`config.mk`:
```
export PLATFORM = sky130hd
export DESIGN_NAME = spicfg_port
export DESIGN_NICKNAME = d
export VERILOG_FILES = /design/src/include/spicfg_pkg.sv /design/src/include/spicfg_link_if.sv /design/src/verilog/spicfg_pin_sync.sv /design/src/verilog/spicfg_port.sv
export SDC_FILE = /design/constraint.sdc
export NUM_CORES = 1
export LEC_CHECK = 0
export BUFFER_PORTS_ARGS = -buffer_cell sky130_fd_sc_hd__buf_2
export CORE_ASPECT_RATIO = 1.4
export CORE_MARGIN = 3
export CORE_UTILIZATION = 55
export CTS_CLUSTER_DIAMETER = 40
export DETAILED_ROUTE_END_ITERATION = 10
export PLACE_DENSITY_LB_ADDON = 0.3
export REMOVE_ABC_BUFFERS = 1
export SYNTH_ARGS = -nofsm -noshare
export SYNTH_HDL_FRONTEND = slang
export SYNTH_SLANG_ARGS = --single-unit
```
`constraint.sdc`:
```
create_clock -name ref_clk -period 2.56 [get_ports ref_clk]
set_clock_uncertainty 0.1 [all_clocks]
set_input_delay 0.256 -clock ref_clk [delete_from_list [all_inputs] [get_ports ref_clk]]
set_output_delay 0.256 -clock ref_clk [all_outputs]
set_load 0.01 [all_outputs]
```
`src/include/spicfg_pkg.sv`:
```
// Purpose: constants and types for the serial port configuration block
// Assumes: 8-bit registers, 15-bit register addresses
// Notes: one instruction = R/W bit plus 15-bit address, then data bytes
package spicfg_pkg;
  localparam logic [14:0] ADDR_CONFIG_A = 15'h0000;
  localparam logic [14:0] ADDR_CONFIG_B = 15'h0001;
  localparam int BIT_RESET_REQUEST = 0;
  localparam int BIT_LOW_BIT_ORDER = 1;
  localparam int BIT_ADDRESS_STEP = 2;
  localparam int BIT_FOUR_WIRE = 3;
  localparam int BIT_SECONDARY_ZERO = 1;
  localparam int BIT_SECONDARY_ONE = 2;
  localparam int BIT_CS_STALL = 6;
  localparam int BIT_SINGLE_INSTR = 7;
  localparam logic [7:0] RESET_CONFIG_A = 8'h00;
  localparam logic [7:0] RESET_CONFIG_B = 8'h00;
  localparam logic [7:0] CONFIG_B_WRITE_MASK = 8'hFE;
  localparam logic [3:0] SOFT_RESET_CYCLES = 4'h8;
  localparam logic [3:0] PULSE_CYCLES = 4'h1;
  typedef enum logic [1:0] {
    SPICFG_INSTR,
    SPICFG_DATA,
    SPICFG_IDLE
  } spicfg_phase_t;
endpackage

```
`src/include/spicfg_link_if.sv`:
```
// Purpose: carries synchronised pin samples to the main logic
// Assumes: both ends on ref_clk
// Notes: edges are single-cycle pulses
`timescale 1ns/100ps
interface spicfg_link_if;
  logic sclk_rise;
  logic sclk_fall;
  logic cs_active;
  logic cs_start;
  logic data_in;
  modport producer (output sclk_rise, output sclk_fall, output cs_active,
    output cs_start, output data_in);
  modport consumer (input sclk_rise, input sclk_fall, input cs_active,
    input cs_start, input data_in);
endinterface

```
`src/verilog/spicfg_pin_sync.sv`:
```
// Purpose: two-flop synchronisers and edge detection for serial pins
// Assumes: pins are asynchronous to ref_clk
// Notes: edge detectors read the second stage and its one-cycle delayed copy, never the first stage
`timescale 1ns/100ps
module spicfg_pin_sync (
  input wire logic ref_clk,
  input wire logic rst,
  input wire logic sclk,
  input wire logic cs_n,
  input wire logic sdio_in,
  spicfg_link_if.producer link
);
  logic [2:0] meta;
  logic [2:0] stable;
  logic [1:0] prev;
  logic [2:0] next_meta;
  logic [2:0] next_stable;
  logic [1:0] next_prev;

  always_comb begin
    next_meta = {sclk, cs_n, sdio_in};
    next_stable = meta;
    next_prev = stable[2:1];
  end

  always_ff @(posedge ref_clk) begin
    if (rst) begin
      meta <= 3'h2;
      stable <= 3'h2;
      prev <= 2'h1;
    end else begin
      meta <= next_meta;
      stable <= next_stable;
      prev <= next_prev;
    end
  end

  assign link.sclk_rise = stable[2] & ~prev[1] & ~stable[1];
  assign link.sclk_fall = ~stable[2] & prev[1] & ~stable[1];
  assign link.cs_active = ~stable[1];
  assign link.cs_start = ~stable[1] & prev[0];
  assign link.data_in = stable[0];
endmodule

```
`src/verilog/spicfg_port.sv`:
```
// Purpose: serial control port with its interface configuration registers
// Assumes: mode 0 (sample on sclk rise, shift out on fall), cs_n active low
// Notes: only the two configuration registers are held; others read 0x00
`timescale 1ns/100ps
module spicfg_port
  import spicfg_pkg::*;
(
  input wire logic ref_clk,
  input wire logic rst,
  input wire logic sclk,
  input wire logic cs_n,
  input wire logic sdio_in,
  output logic sdio_out,
  output logic sdio_oe,
  output logic sdo,
  output logic sdo_oe,
  output logic soft_reset,
  output logic secondary_reset_zero,
  output logic secondary_reset_one,
  output logic [7:0] config_a,
  output logic [7:0] config_b
);
  spicfg_link_if link ();

  spicfg_pin_sync u_sync (
    .ref_clk(ref_clk),
    .rst(rst),
    .sclk(sclk),
    .cs_n(cs_n),
    .sdio_in(sdio_in),
    .link(link.producer)
  );

  spicfg_phase_t phase, next_phase;
  logic [15:0] shift, next_shift;
  logic [4:0] count, next_count;
  logic reading, next_reading;
  logic [14:0] addr, next_addr;
  logic [7:0] tx, next_tx;
  logic [3:0] low_a, next_low_a;
  logic [7:0] reg_b, next_reg_b;
  logic [3:0] rst_cnt, next_rst_cnt;
  logic [3:0] pulse_cnt, next_pulse_cnt;
  logic load_tx, next_load_tx;
  logic next_sdio_out, next_sdio_oe, next_sdo, next_sdo_oe;
  logic [7:0] rd_byte;
  logic [7:0] wr_byte;
  logic [15:0] instr_word;
  logic lsb_first;
  logic [14:0] stepped;

  assign lsb_first = low_a[BIT_LOW_BIT_ORDER];

  always_comb begin
    wr_byte = shift[7:0];
    instr_word = shift;
    if (lsb_first) begin
      for (int i = 0; i < 8; i++) begin
        wr_byte[i] = shift[7 - i];
      end
      for (int i = 0; i < 16; i++) begin
        instr_word[i] = shift[15 - i];
      end
    end
  end

  always_comb begin
    unique case (addr)
      ADDR_CONFIG_A: rd_byte = {low_a[0], low_a[1], low_a[2], low_a[3],
        low_a[3:0]};
      ADDR_CONFIG_B: rd_byte = reg_b;
      default: rd_byte = 8'h00;
    endcase
  end

  always_comb begin
    if (low_a[BIT_ADDRESS_STEP]) begin
      stepped = addr + 15'h0001;
    end else begin
      stepped = addr - 15'h0001;
    end
  end

  always_comb begin
    next_phase = phase;
    next_shift = shift;
    next_count = count;
    next_reading = reading;
    next_addr = addr;
    next_tx = tx;
    next_low_a = low_a;
    next_reg_b = reg_b;
    next_rst_cnt = rst_cnt;
    next_pulse_cnt = pulse_cnt;
    next_load_tx = 1'b0;
    next_sdio_out = sdio_out;
    next_sdio_oe = 1'b0;
    next_sdo = sdo;
    next_sdo_oe = 1'b0;
    if (rst_cnt != 4'h0) begin
      next_rst_cnt = rst_cnt - 4'h1;
      if (rst_cnt == 4'h1) begin
        next_low_a = RESET_CONFIG_A[3:0];
        next_reg_b = RESET_CONFIG_B;
      end
    end
    if (pulse_cnt != 4'h0) begin
      next_pulse_cnt = pulse_cnt - 4'h1;
      if (pulse_cnt == 4'h1) begin
        next_reg_b[BIT_SECONDARY_ONE] = 1'b0;
        next_reg_b[BIT_SECONDARY_ZERO] = 1'b0;
      end
    end
    if (!link.cs_active || link.cs_start) begin
      next_phase = SPICFG_INSTR;
      next_count = 5'h00;
      next_shift = 16'h0000;
    end else begin
      if (reading && phase == SPICFG_DATA) begin
        next_sdo_oe = low_a[BIT_FOUR_WIRE];
        next_sdio_oe = ~low_a[BIT_FOUR_WIRE];
      end
      if (link.sclk_rise && phase != SPICFG_IDLE) begin
        next_shift = {shift[14:0], link.data_in};
        next_count = count + 5'h01;
      end
      if (link.sclk_fall && reading && phase == SPICFG_DATA) begin
        next_sdio_out = lsb_first ? tx[0] : tx[7];
        next_sdo = next_sdio_out;
        next_tx = lsb_first ? {1'b0, tx[7:1]} : {tx[6:0], 1'b0};
      end
      if (phase == SPICFG_INSTR && count == 5'h10) begin
        next_reading = instr_word[15];
        next_addr = instr_word[14:0];
        next_phase = SPICFG_DATA;
        next_count = 5'h00;
        next_load_tx = 1'b1;
      end else if (phase == SPICFG_DATA && count == 5'h08) begin
        next_count = 5'h00;
        next_load_tx = 1'b1;
        if (!reading && addr == ADDR_CONFIG_A) begin
          next_low_a = wr_byte[3:0];
          if (wr_byte[BIT_RESET_REQUEST]) begin
            next_rst_cnt = SOFT_RESET_CYCLES;
          end
        end else if (!reading && addr == ADDR_CONFIG_B) begin
          next_reg_b = wr_byte & CONFIG_B_WRITE_MASK;
          if (wr_byte[BIT_SECONDARY_ONE] || wr_byte[BIT_SECONDARY_ZERO]) begin
            next_pulse_cnt = PULSE_CYCLES;
          end
        end
        next_addr = stepped;
        if (reg_b[BIT_SINGLE_INSTR]) begin
          next_phase = SPICFG_IDLE;
        end
      end
    end
    // Load transmit byte once, after the new address stands
    if (load_tx && reading && phase == SPICFG_DATA) begin
      next_tx = rd_byte;
    end
  end

  always_ff @(posedge ref_clk) begin
    if (rst) begin
      phase <= SPICFG_INSTR;
      shift <= 16'h0000;
      count <= 5'h00;
      reading <= 1'b0;
      addr <= 15'h0000;
      tx <= 8'h00;
      low_a <= 4'h0;
      reg_b <= 8'h00;
      rst_cnt <= 4'h0;
      pulse_cnt <= 4'h0;
      load_tx <= 1'b0;
      sdio_out <= 1'b0;
      sdio_oe <= 1'b0;
      sdo <= 1'b0;
      sdo_oe <= 1'b0;
      soft_reset <= 1'b0;
      secondary_reset_zero <= 1'b0;
      secondary_reset_one <= 1'b0;
      config_a <= 8'h00;
      config_b <= 8'h00;
    end else begin
      phase <= next_phase;
      shift <= next_shift;
      count <= next_count;
      reading <= next_reading;
      addr <= next_addr;
      tx <= next_tx;
      low_a <= next_low_a;
      reg_b <= next_reg_b;
      rst_cnt <= next_rst_cnt;
      pulse_cnt <= next_pulse_cnt;
      load_tx <= next_load_tx;
      sdio_out <= next_sdio_out;
      sdio_oe <= next_sdio_oe;
      sdo <= next_sdo;
      sdo_oe <= next_sdo_oe;
      soft_reset <= next_rst_cnt != 4'h0;
      secondary_reset_zero <= next_reg_b[BIT_SECONDARY_ZERO];
      secondary_reset_one <= next_reg_b[BIT_SECONDARY_ONE];
      config_a <= {next_low_a[0], next_low_a[1], next_low_a[2],
        next_low_a[3], next_low_a};
      config_b <= next_reg_b;
    end
  end
endmodule

```
==> results of run 1 <==
## logic make-up after synthesis
family                     after synthesis
adders and majority gates               11
DFF                                     80
AOI/OAI and AO/OA                      138
and+or+nand+nor                        213
muxes                                   26
xor gates and xnor gates                10
buffers and inverters                   52
## cells in the final DEF, fill, tap and decap left out, types with 3 or more instances in the layout
cell      Yosys  layout
dfxtp_1      80      80
nand2_1      67      67
a21oi_1      61      61
nor2_1       36      36
buf_2         4      27
o21ai_0      21      21
nor3_1       18      18
mux2i_1      18      18
clkbuf_8      0      13
nand3_1      12      12
buf_4         7      12
nand3b_1     11      11
ha_1         11      11
inv_1        10      10
a211oi_1     10      10
nand2b_1      9       9
a22oi_1       9       9
nor2b_1       9       9
and3_1        8       8
and2_1        7       7
nand4_1       7       7
mux2_2        7       7
o21bai_1      7       7
a32o_1        7       7
or3_1         6       6
xor2_1        5       5
xnor2_1       5       5
nor4_1        5       4
or4_1         4       4
a31oi_1       4       4
or2_2         3       3
## power breakdown
| part | total (mW) | leakage, nW | switching (mW) | internal, mW |
|---|---|---|---|---|
| logic | 0.402 | 0.895 | 0.232 | 0.170 |
| registers | 1.37 | 0.648 | 0.0593 | 1.31 |
| clock network | 1.12 | 0.122 | 0.466 | 0.651 |
## cell type report
cell class	count	area [um^2]
clock inverter	2	60.06
sequential	80	1602
inverter	10	37.54
clock buffer	13	178.9
timing repair buffer	42	265.3
tap	97	121.4
fill	686	2753
multi-input combinational	398	2482
## how the worst max path moves through the flow
stage / from / end / slack (ns) / cells after the start
global placement: addr[2]$_SDFFE_PP0P_ / addr[13]$_SDFFE_PP0P_ / 0.26 / 5
detailed placement: addr[2]$_SDFFE_PP0P_ / addr[13]$_SDFFE_PP0P_ / 0.22 / 5
global route: addr[2]$_SDFFE_PP0P_ / addr[13]$_SDFFE_PP0P_ / 0.1 / 5
CTS: addr[2]$_SDFFE_PP0P_ / addr[13]$_SDFFE_PP0P_ / 0.20 / 5
finish: addr[2]$_SDFFE_PP0P_ / addr[13]$_SDFFE_PP0P_ / 0.19 / 5
floorplan: count[0]$_SDFFE_PP0P_ / addr[13]$_SDFFE_PP0P_ / 0.22 / 7
## what timing repair did
| item | in CTS | in global routing |
|---|---|---|
| endpoints found under the setup margin | 0 | 1 |
| hold buffers | 2 | 0 |
| resized for setup | 0 | 1 |
| hold endpoints to repair | 2 | 0 |
| buffers inserted | 0 | 0 |
## metrics by stage
stage                     cell area (um^2)  std cells  util [%]  worst slack (ns)
after detailed placement              4482        625     59.76            0.2233
after global routing                  4747        642     63.30           0.09839
final                                 4747        642     63.30            0.1913
after global placement                4482        625     59.76            0.2584
after CTS                             4741        642     63.21            0.1979
after floorplan                       4115        488         -            0.2205
## critical path, delay by kind of cell, from the launching register on
family	cells	cell delay, ns
AND/OR/NAND/NOR	2	1.15
flip-flops	1	0.41
multiplexers	1	0.34
AO/OA/AOI/OAI	2	0.31
## registers in the layout, indices dropped and copies added, names as in the netlist, 2 cells and up
register,flops
pulse_cnt,4
shift,16
u_sync.meta,3
u_sync.stable,3
config_a,4
u_sync.prev,2
addr,15
tx,8
reg_b,8
phase,2
count,5
rst_cnt,4
## layer usage
metal | up-vias | track usage [%] | part of all wire (%)
li1 | 1919 | - | -
met1 | 1812 | 31.14 | 43
met2 | 123 | 39.44 | 48
met3 | 40 | 5.691 | 5.3
met4 | 0 | 11.95 | 3.9
met5 | - | 0 | 0
==> out/qor.txt, run 1 <==
warnings from Yosys: 0
WP data required: 2.76 ns
Total Power: 2.891 mW
Buffers on Ports: 27
drt first pass iters: 5
Detail Placement HPWL: 7324 um
RePlAce Congestion: 0.9182
unrepaired setup endpoints after global routing: no
crit path max fanout: 11
max-cap viol count: 0
synth unique cells: 60
number of synthesized flops with an enable pin: 0
Post-Synth XOR/XNOR Area: 2.031%
Compound-Gate Fraction of Synth Area: 20.49%
WL/cell: 16.31 um
most common cell in the netlist: dfxtp_1
CTS max path bufs: 2
VDD IR-drop max: 0.5277 mV
Vias/cell: 6.065
Critical Path AT: 2.57 ns
minimum clock period: 2.369 ns
first-pass GRT wire length: 17540 um
final hold violation count: 0
Pwr Density: 609.0 nW/um^2
most common flop cell mapped by yosys: dfxtp_1
Synth area leader: dfxtp_1
site row count: 37
critical path class: flip-flop to flip-flop
Area Growth Syn to Fin: 10.10%
clk root buf: clkbuf_8
ANT cells: 0
syn avg cell area: 8.135 um^2
register area share after synthesis: 37.14%
top cells by count, synth: dfxtp_1, nand2_1, a21oi_1, nor2_1, clkbuf_1
Worst-Skew Late Latency: 0.37 ns
Final setup viols: 0
Synth Area in Simple Gates: 25.36%
Hold Path Origin: sclk
initial antenna violation count: 0
vias: 3894
outcome: finished, final reports clean
FF-to-FF End: addr[13]$_SDFFE_PP0P_
Yosys top cell area share: 37.14%
initial core utilization: 57.49%
CP max stage delay: 0.58 ns
CP Cell Sequence: or4_4 -> or4b_4 -> a21oi_1 -> mux2_2 -> a21oi_1
die footprint: 8953 um^2
Post-Syn Instances: 530
fin crit share: 92.53%
final wirelength: 10470 um
DRC: 0
Least-Margin Pin Slew: 0.7541 ns
WHS Endpoint: u_sync.meta[2]$_SDFF_PP0_
Ports: 28
CTS tree: yes
fin. max-slew vios: 0
DRT iter0 DRCs: 309
vias in the first global route: 3622
crit path max-delay cell type: or4_4
post-synthesis instance area: 4312 um^2
Leak: 1.665 nW
CTS Sinks: 80
CP most frequent cell: a21oi_1
final hold slack: 0.005289 ns
Worst Reg-to-Reg Cells: 5
GRT Util Overall: 24.84%
largest net degree at the start of global routing: 40
asr flop ratio synth: 0%
FF+latch count, synth: 80
reg2reg setup slack: 0.19 ns
Crit. End Element: flip-flop
Crit Reg-Reg Startpoint: addr[2]$_SDFFE_PP0P_
Final ANT Viol Nets: 0
Die Span Y: 110.8 um
Slew HR: 49.73%
adder-cell share of the synthesized area: 3.192%
worst hold path type: primary input to flip-flop
Die X-Extent: 80.83 um
clk slew on worst S/H paths: 0.09 ns
Min-Delay Path Depth: 2
share of layout cells above drive strength 1: 13.39%
htree depth: 3
core footprint: 7500 um^2
main combinational cell family by area after synthesis: simple AND/OR/NAND/NOR gates
CTS buffer count: 9
nets: 557
Synth area leaders: dfxtp_1, a21oi_1, nand2_1
total negative slack: 0 ns
post-synthesis mux area share: 6.355%
Peak Freq: 0.4222 GHz
Worst Setup Start Kind: flip-flop
total gr overflow: 0
Power figures use the tool's default switching activity.
==> run 2, diff against run 1 <==
--- a/config.mk
+++ b/config.mk
@@ -11,8 +11,8 @@
 export CORE_UTILIZATION = 55
 export CTS_CLUSTER_DIAMETER = 40
 export DETAILED_ROUTE_END_ITERATION = 10
+export GPL_TIMING_DRIVEN = 1
 export PLACE_DENSITY_LB_ADDON = 0.3
-export REMOVE_ABC_BUFFERS = 1
 export SYNTH_ARGS = -nofsm -noshare
 export SYNTH_HDL_FRONTEND = slang
 export SYNTH_SLANG_ARGS = --single-unit
==> run 2 against run 1 <==
  * Combinational power barely moved
  * Cell area shrank 0.92%
  * Via count hardly changed
  * Clock power decreased by 17%
  * Final cell count decreased by 0.16%
  * Hold slack better by 0.0041 ns
  * Die area unchanged
  * Sequential power is essentially flat
  * Utilization down 0.58 points
  * Critical path type unchanged
  * Largest power group unchanged
==> out/qor.txt, run 2 (synthesis results as in run 1) <==
Worst Reg-to-Reg Cells: 5 (unchanged)
fin. max-slew vios: 0 (unchanged)
Buffers on Ports: 27 (unchanged)
Total Power: 2.710 mW (-6.3%)
total negative slack: 0 ns (unchanged)
RePlAce Congestion: 0.8896 (-3.1%)
final hold violation count: 0 (unchanged)
fin cells: 641 (-0.16%)
commonest non-fill, non-tap cell in the layout: dfxtp_1
Min-Delay Path Depth: 2 (unchanged)
Storage cell area: 1603 um^2 (about the same)
CTS tree: yes
site row count: 37 (unchanged)
vias: 3893 (-0.026%)
Worst-Skew Late Latency: 0.37 ns (about the same)
VDD IR-drop max: 0.5968 mV (+13%)
Leak: 1.640 nW (-1.5%)
final wirelength: 10440 um (-0.30%)
Critical Path AT: 2.57 ns (about the same)
most frequent cells in the layout: dfxtp_1, nand2_1, a21oi_1, nor2_1, buf_2
final hold slack: 0.009345 ns (+0.004056 ns)
clk slew on worst S/H paths: 0.08 ns (about the same)
Multi-input gate area: 2489 um^2 (+0.25%)
ANT cells: 0 (unchanged)
Detail Placement HPWL: 7391 um (+0.92%)
initial antenna violation count: 0 (unchanged)
Setup Buffers After CTS: 0 (unchanged)
dpl ws: 0.2167 ns (-0.006593 ns)
Worst Setup Start Kind: flip-flop
crit path max fanout: 11 (unchanged)
Cells after DPL: 624 (-0.16%)
max reg flops: 16 (unchanged)
CP most frequent cell: a21oi_1
Die Span Y: 110.8 um (unchanged)
Ports: 28 (unchanged)
most flop-heavy register: shift
clk root buf: clkbuf_8
Crit. End Element: flip-flop
largest net degree at the start of global routing: 31 (-23%)
first-pass GRT wire length: 17440 um (-0.59%)
Vias/cell: 6.073 (+0.13%)
outcome: finished, final reports clean
Peak Freq: 0.4216 GHz (-0.14%)
WP data required: 2.75 ns (about the same)
crit path max-delay cell type: or4_4
WL/cell: 16.28 um (-0.14%)
final worst slack: 0.1880 ns (-0.003348 ns)
max-cap viol count: 0 (unchanged)
Final ANT Viol Nets: 0 (unchanged)
Die X-Extent: 80.83 um (unchanged)
htree depth: 3 (unchanged)
CTS max path bufs: 2 (unchanged)
CP max stage delay: 0.58 ns (about the same)
critical path class: flip-flop to flip-flop
unrepaired setup endpoints after global routing: no
Placed Area: 4476 um^2 (-0.14%)
CP Cell Sequence: or4_4 -> or4b_4 -> a21oi_1 -> mux2_2 -> a21oi_1
Area Growth Syn to Fin: 9.083%
Least-Margin Pin Slew: 0.7404 ns (-0.01365 ns)
DRT iter0 DRCs: 296 (-4.2%)
core footprint: 7500 um^2 (unchanged)
share of layout cells above drive strength 1: 13.60% (+0.21 points)
Final setup viols: 0 (unchanged)
biggest regs: shift (16), addr (15)
nets: 556 (-0.18%)
total gr overflow: 0 (unchanged)
minimum clock period: 2.372 ns (+0.003348 ns)
syn_nets: 546
Pwr Density: 576.1 nW/um^2 (-5.4%)
Crit path depth: 5 (unchanged)
final instance area: 4703 um^2 (-0.92%)
critical path's top delay family: simple AND/OR/NAND/NOR gates
fin crit share: 92.66% (+0.13 points)
initial core utilization: 57.49% (unchanged)
worst hold path type: primary input to flip-flop
drt first pass iters: 5 (unchanged)
die footprint: 8953 um^2 (unchanged)
CTS Sinks: 80 (unchanged)
DRC: 0 (unchanged)
Core Util, Final: 62.71% (-0.58 points)
CTS buffer count: 9 (unchanged)
GRT Util Overall: 24.55% (-0.29 points)
critical path buffer and inverter count: 0 (unchanged)
Filler cells: 669 (-2.5%)
Slew HR: 50.64% (+0.91 points)
vias in the first global route: 3672 (+1.4%)
## run 2: cell type report
class | count | area share [%]
clock buffer | 10 | 2.926
clock inverter | 5 | 1.224
inverter | 10 | 0.7981
multi-input combinational | 398 | 52.91
sequential | 80 | 34.08
tap | 97 | 2.580
timing repair buffer | 41 | 5.480
## run 2: path summary, 6_finish.rpt
path,slack (ns),from,end
max reg2reg,0.19,addr[2]$_SDFFE_PP0P_,addr[13]$_SDFFE_PP0P_
min reg2reg,0.32,u_sync.meta[1]$_SDFF_PP1_,u_sync.stable[1]$_SDFF_PP1_
max,0.19,addr[2]$_SDFFE_PP0P_,addr[13]$_SDFFE_PP0P_
min,0.009,sclk,u_sync.meta[2]$_SDFF_PP0_
## run 2: timing repair
action                     CTS  global route
hold buffers                 2             0
hold endpoints to repair     2             0
gates resized for setup      0             2
setup endpoints to repair    0             4
## run 2: power breakdown
part	internal [mW]	leakage, nW	total [mW]	switching (mW)
Combinational	0.172	0.890	0.404	0.232
Clock	0.471	0.102	0.931	0.460
Sequential	1.31	0.648	1.37	0.0616
Total	1.96	1.64	2.71	0.753
## run 2: worst reg2reg max path: stages (launching register included)
cell     delay, ns
dfxtp_1       0.41
or4_4         0.58
or4b_4        0.57
a21oi_1       0.17
mux2_2        0.34
a21oi_1       0.13
## run 2: per-layer routing
layer | track usage [%] | vias up | share of wire (%)
met4 | 11.72 | 0 | 3.7
met1 | 30.30 | 1827 | 42
met2 | 40.10 | 115 | 50
li1 | - | 1915 | -
met5 | 0 | - | 0
met3 | 4.797 | 36 | 4.5
==> run 3, diff against run 2 <==
--- a/config.mk
+++ b/config.mk
@@ -11,8 +11,10 @@
 export CORE_UTILIZATION = 55
 export CTS_CLUSTER_DIAMETER = 40
 export DETAILED_ROUTE_END_ITERATION = 10
+export GPL_ROUTABILITY_DRIVEN = 0
 export GPL_TIMING_DRIVEN = 1
 export PLACE_DENSITY_LB_ADDON = 0.3
+export SLEW_MARGIN = 20
 export SYNTH_ARGS = -nofsm -noshare
 export SYNTH_HDL_FRONTEND = slang
 export SYNTH_SLANG_ARGS = --single-unit
==> constraint.sdc (replaced) <==
create_clock -name ref_clk -period 2.7 [get_ports ref_clk]
set_clock_uncertainty 0.1 [all_clocks]
set_input_delay 0.27 -clock ref_clk [delete_from_list [all_inputs] [get_ports ref_clk]]
set_output_delay 0.27 -clock ref_clk [all_outputs]
set_load 0.01 [all_outputs]
==> run 3 against run 2 <==
  * Register-to-register slack improved by 0.15 ns
  * Combinational power fell by 6.4%
  * Cell area fell by 1.0%
  * Count of clock-buffer cells in the layout rose by 2
  * Hold slack improved by 0.0094 ns
  * Largest power group unchanged
  * Global-route usage rose by 0.60 points
  * Clock power fell by 13%
  * Die area did not move
  * Critical path depth did not move
  * Routed wire length rose by 1.4%
  * Sequential share of layout area rose by 0.36 points
  * First-iteration DRC count rose by 4.4%
==> out/qor.txt, run 3 (synthesis results as in run 1) <==
outcome: finished, final reports clean
initial core utilization: 57.49% (unchanged)
VDD IR-drop max: 0.5300 mV (-11%)
Final ANT Viol Nets: 0 (unchanged)
Pwr Density: 535.3 nW/um^2 (-7.1%)
Die X-Extent: 80.83 um (unchanged)
GRT Util Overall: 25.15% (+0.60 points)
first-pass GRT wire length: 17660 um (+1.3%)
DRT iter0 DRCs: 309 (+4.4%)
reg2reg setup slack: 0.34 ns (+0.15 ns)
clk slew on worst S/H paths: 0.08 ns (about the same)
Crit path depth: 5 (unchanged)
CP most frequent cell: a21oi_1
final hold violation count: 0 (unchanged)
critical path buffer and inverter count: 0 (unchanged)
Worst Reg-to-Reg Cells: 5 (unchanged)
most flop-heavy register: shift
Vias/cell: 6.053 (-0.34%)
CTS max path bufs: 2 (unchanged)
Critical Path AT: 2.56 ns (about the same)
Ports: 28 (unchanged)
Worst-Skew Late Latency: 0.37 ns (about the same)
CTS tree: yes
crit path max-delay cell type: or4_4
die footprint: 8953 um^2 (unchanged)
core footprint: 7500 um^2 (unchanged)
WP data required: 2.89 ns (+0.14 ns)
nets: 556 (unchanged)
CTS Sinks: 80 (unchanged)
commonest non-fill, non-tap cell in the layout: dfxtp_1
max-cap viol count: 0 (unchanged)
Setup Buffers After CTS: 0 (unchanged)
worst hold path type: primary input to flip-flop
share of layout cells above drive strength 1: 13.21% (-0.39 points)
minimum clock period: 2.364 ns (-0.007571 ns)
DRC: 0 (unchanged)
fin. max-slew vios: 0 (unchanged)
Leak: 1.614 nW (-1.6%)
largest net degree at the start of global routing: 32 (+3.2%)
crit path max fanout: 11 (unchanged)
Total Power: 2.492 mW (-8.1%)
vias: 3886 (-0.18%)
biggest regs: shift (16), addr (15)
Slew HR: 46.47% (-4.2 points)
Least-Margin Pin Slew: 0.7994 ns (+0.05903 ns)
WL/cell: 16.49 um (+1.3%)
critical path's top delay family: simple AND/OR/NAND/NOR gates
Area Growth Syn to Fin: 7.951%
CTS buffer count: 9 (unchanged)
fin crit share: 87.57% (-5.1 points)
total negative slack: 0 ns (unchanged)
ANT cells: 0 (unchanged)
final wirelength: 10590 um (+1.4%)
Worst Setup Start Kind: flip-flop
max reg flops: 16 (unchanged)
total gr overflow: 0 (unchanged)
Die Span Y: 110.8 um (unchanged)
Min-Delay Path Depth: 2 (unchanged)
vias in the first global route: 3621 (-1.4%)
most frequent cells in the layout: dfxtp_1, nand2_1, a21oi_1, nor2_1, buf_2
CP max stage delay: 0.58 ns (about the same)
htree depth: 3 (unchanged)
CP Cell Sequence: or4_4 -> or4b_4 -> a21oi_1 -> mux2_2 -> a21oi_1
initial antenna violation count: 0 (unchanged)
site row count: 37 (unchanged)
Buffers on Ports: 27 (unchanged)
Detail Placement HPWL: 7437 um (+0.62%)
Crit. End Element: flip-flop
unrepaired setup endpoints after global routing: no
Final setup viols: 0 (unchanged)
clk root buf: clkbuf_8
critical path class: flip-flop to flip-flop
drt first pass iters: 5 (unchanged)
Peak Freq: 0.4229 GHz (+0.32%)
syn_nets: 546 (unchanged)
==> run 3: cell types whose count changed in the layout (fill, tap and decap cells not counted), sizes merged <==
cell / change
buf: +1
inv: +1
dlygate4sd3: -1
clkinvlp: +2
clkinv: -3
clkbuf: +2
bufinv: -1
==> run 3: worst register-to-register path: stages, from the launching register on <==
cell and delay [ns]:
dfxtp_1 0.41, or4_4 0.58, or4b_4 0.56, a21oi_1 0.16, mux2_2 0.34, a21oi_1 0.14
==> run 3: layer usage <==
layer,global-route usage (%),vias up,part of all wire [%]
li1,-,1918,-
met3,4.959,31,4.5
met1,30.58,1829,42
met4,11.39,0,3.5
met2,41.85,108,50
met5,0,-,0
==> run 3: layout make-up <==
class / instances / area, um^2
Sequential cell: 80 / 1603
Tap cell: 97 / 121.4
Multi-Input combinational cell: 398 / 2476
Fill cell: 682 / 2845
Inverter: 10 / 37.54
Clock buffer: 12 / 145.1
Timing Repair Buffer: 41 / 242.7
Clock inverter: 4 / 28.78
==> run 3: path summary, 6_finish.rpt <==
check	endpoint	start
max	addr[13]$_SDFFE_PP0P_	addr[2]$_SDFFE_PP0P_
min	u_sync.meta[0]$_SDFF_PP0_	sdio_in
max reg2reg	addr[13]$_SDFFE_PP0P_	addr[2]$_SDFFE_PP0P_
min reg2reg	u_sync.stable[1]$_SDFF_PP1_	u_sync.meta[1]$_SDFF_PP1_
==> run 3: per-stage QoR <==
| step | setup slack, ns | area, um^2 | cells | util, % | hold WS [ns] |
|---|---|---|---|---|---|
| after CTS | 0.3492 | 4654 | 642 | 62.06 | 0.001156 |
| after detailed placement | 0.3745 | 4471 | 625 | 59.61 | 0.3029 |
| after global placement | 0.3873 | 4471 | 625 | 59.61 | 0.2930 |
| final | 0.3355 | 4654 | 642 | 62.06 | 0.01877 |
| after global routing | 0.2328 | 4654 | 642 | 62.06 | 0.01615 |
| after floorplan | 0.4268 | 4312 | 530 | - | 0.2738 |
==> run 3: power breakdown <==
| group | internal [mW] | switching [mW] |
|---|---|---|
| Sequential | 1.24 | 0.0543 |
| Combinational | 0.160 | 0.218 |
| Clock | 0.361 | 0.453 |
==> run 3: timing repair <==
item / in CTS / in global routing
resized for setup: 0 / 0
hold buffers: 1 / 0
endpoints found under the hold margin: 1 / 0
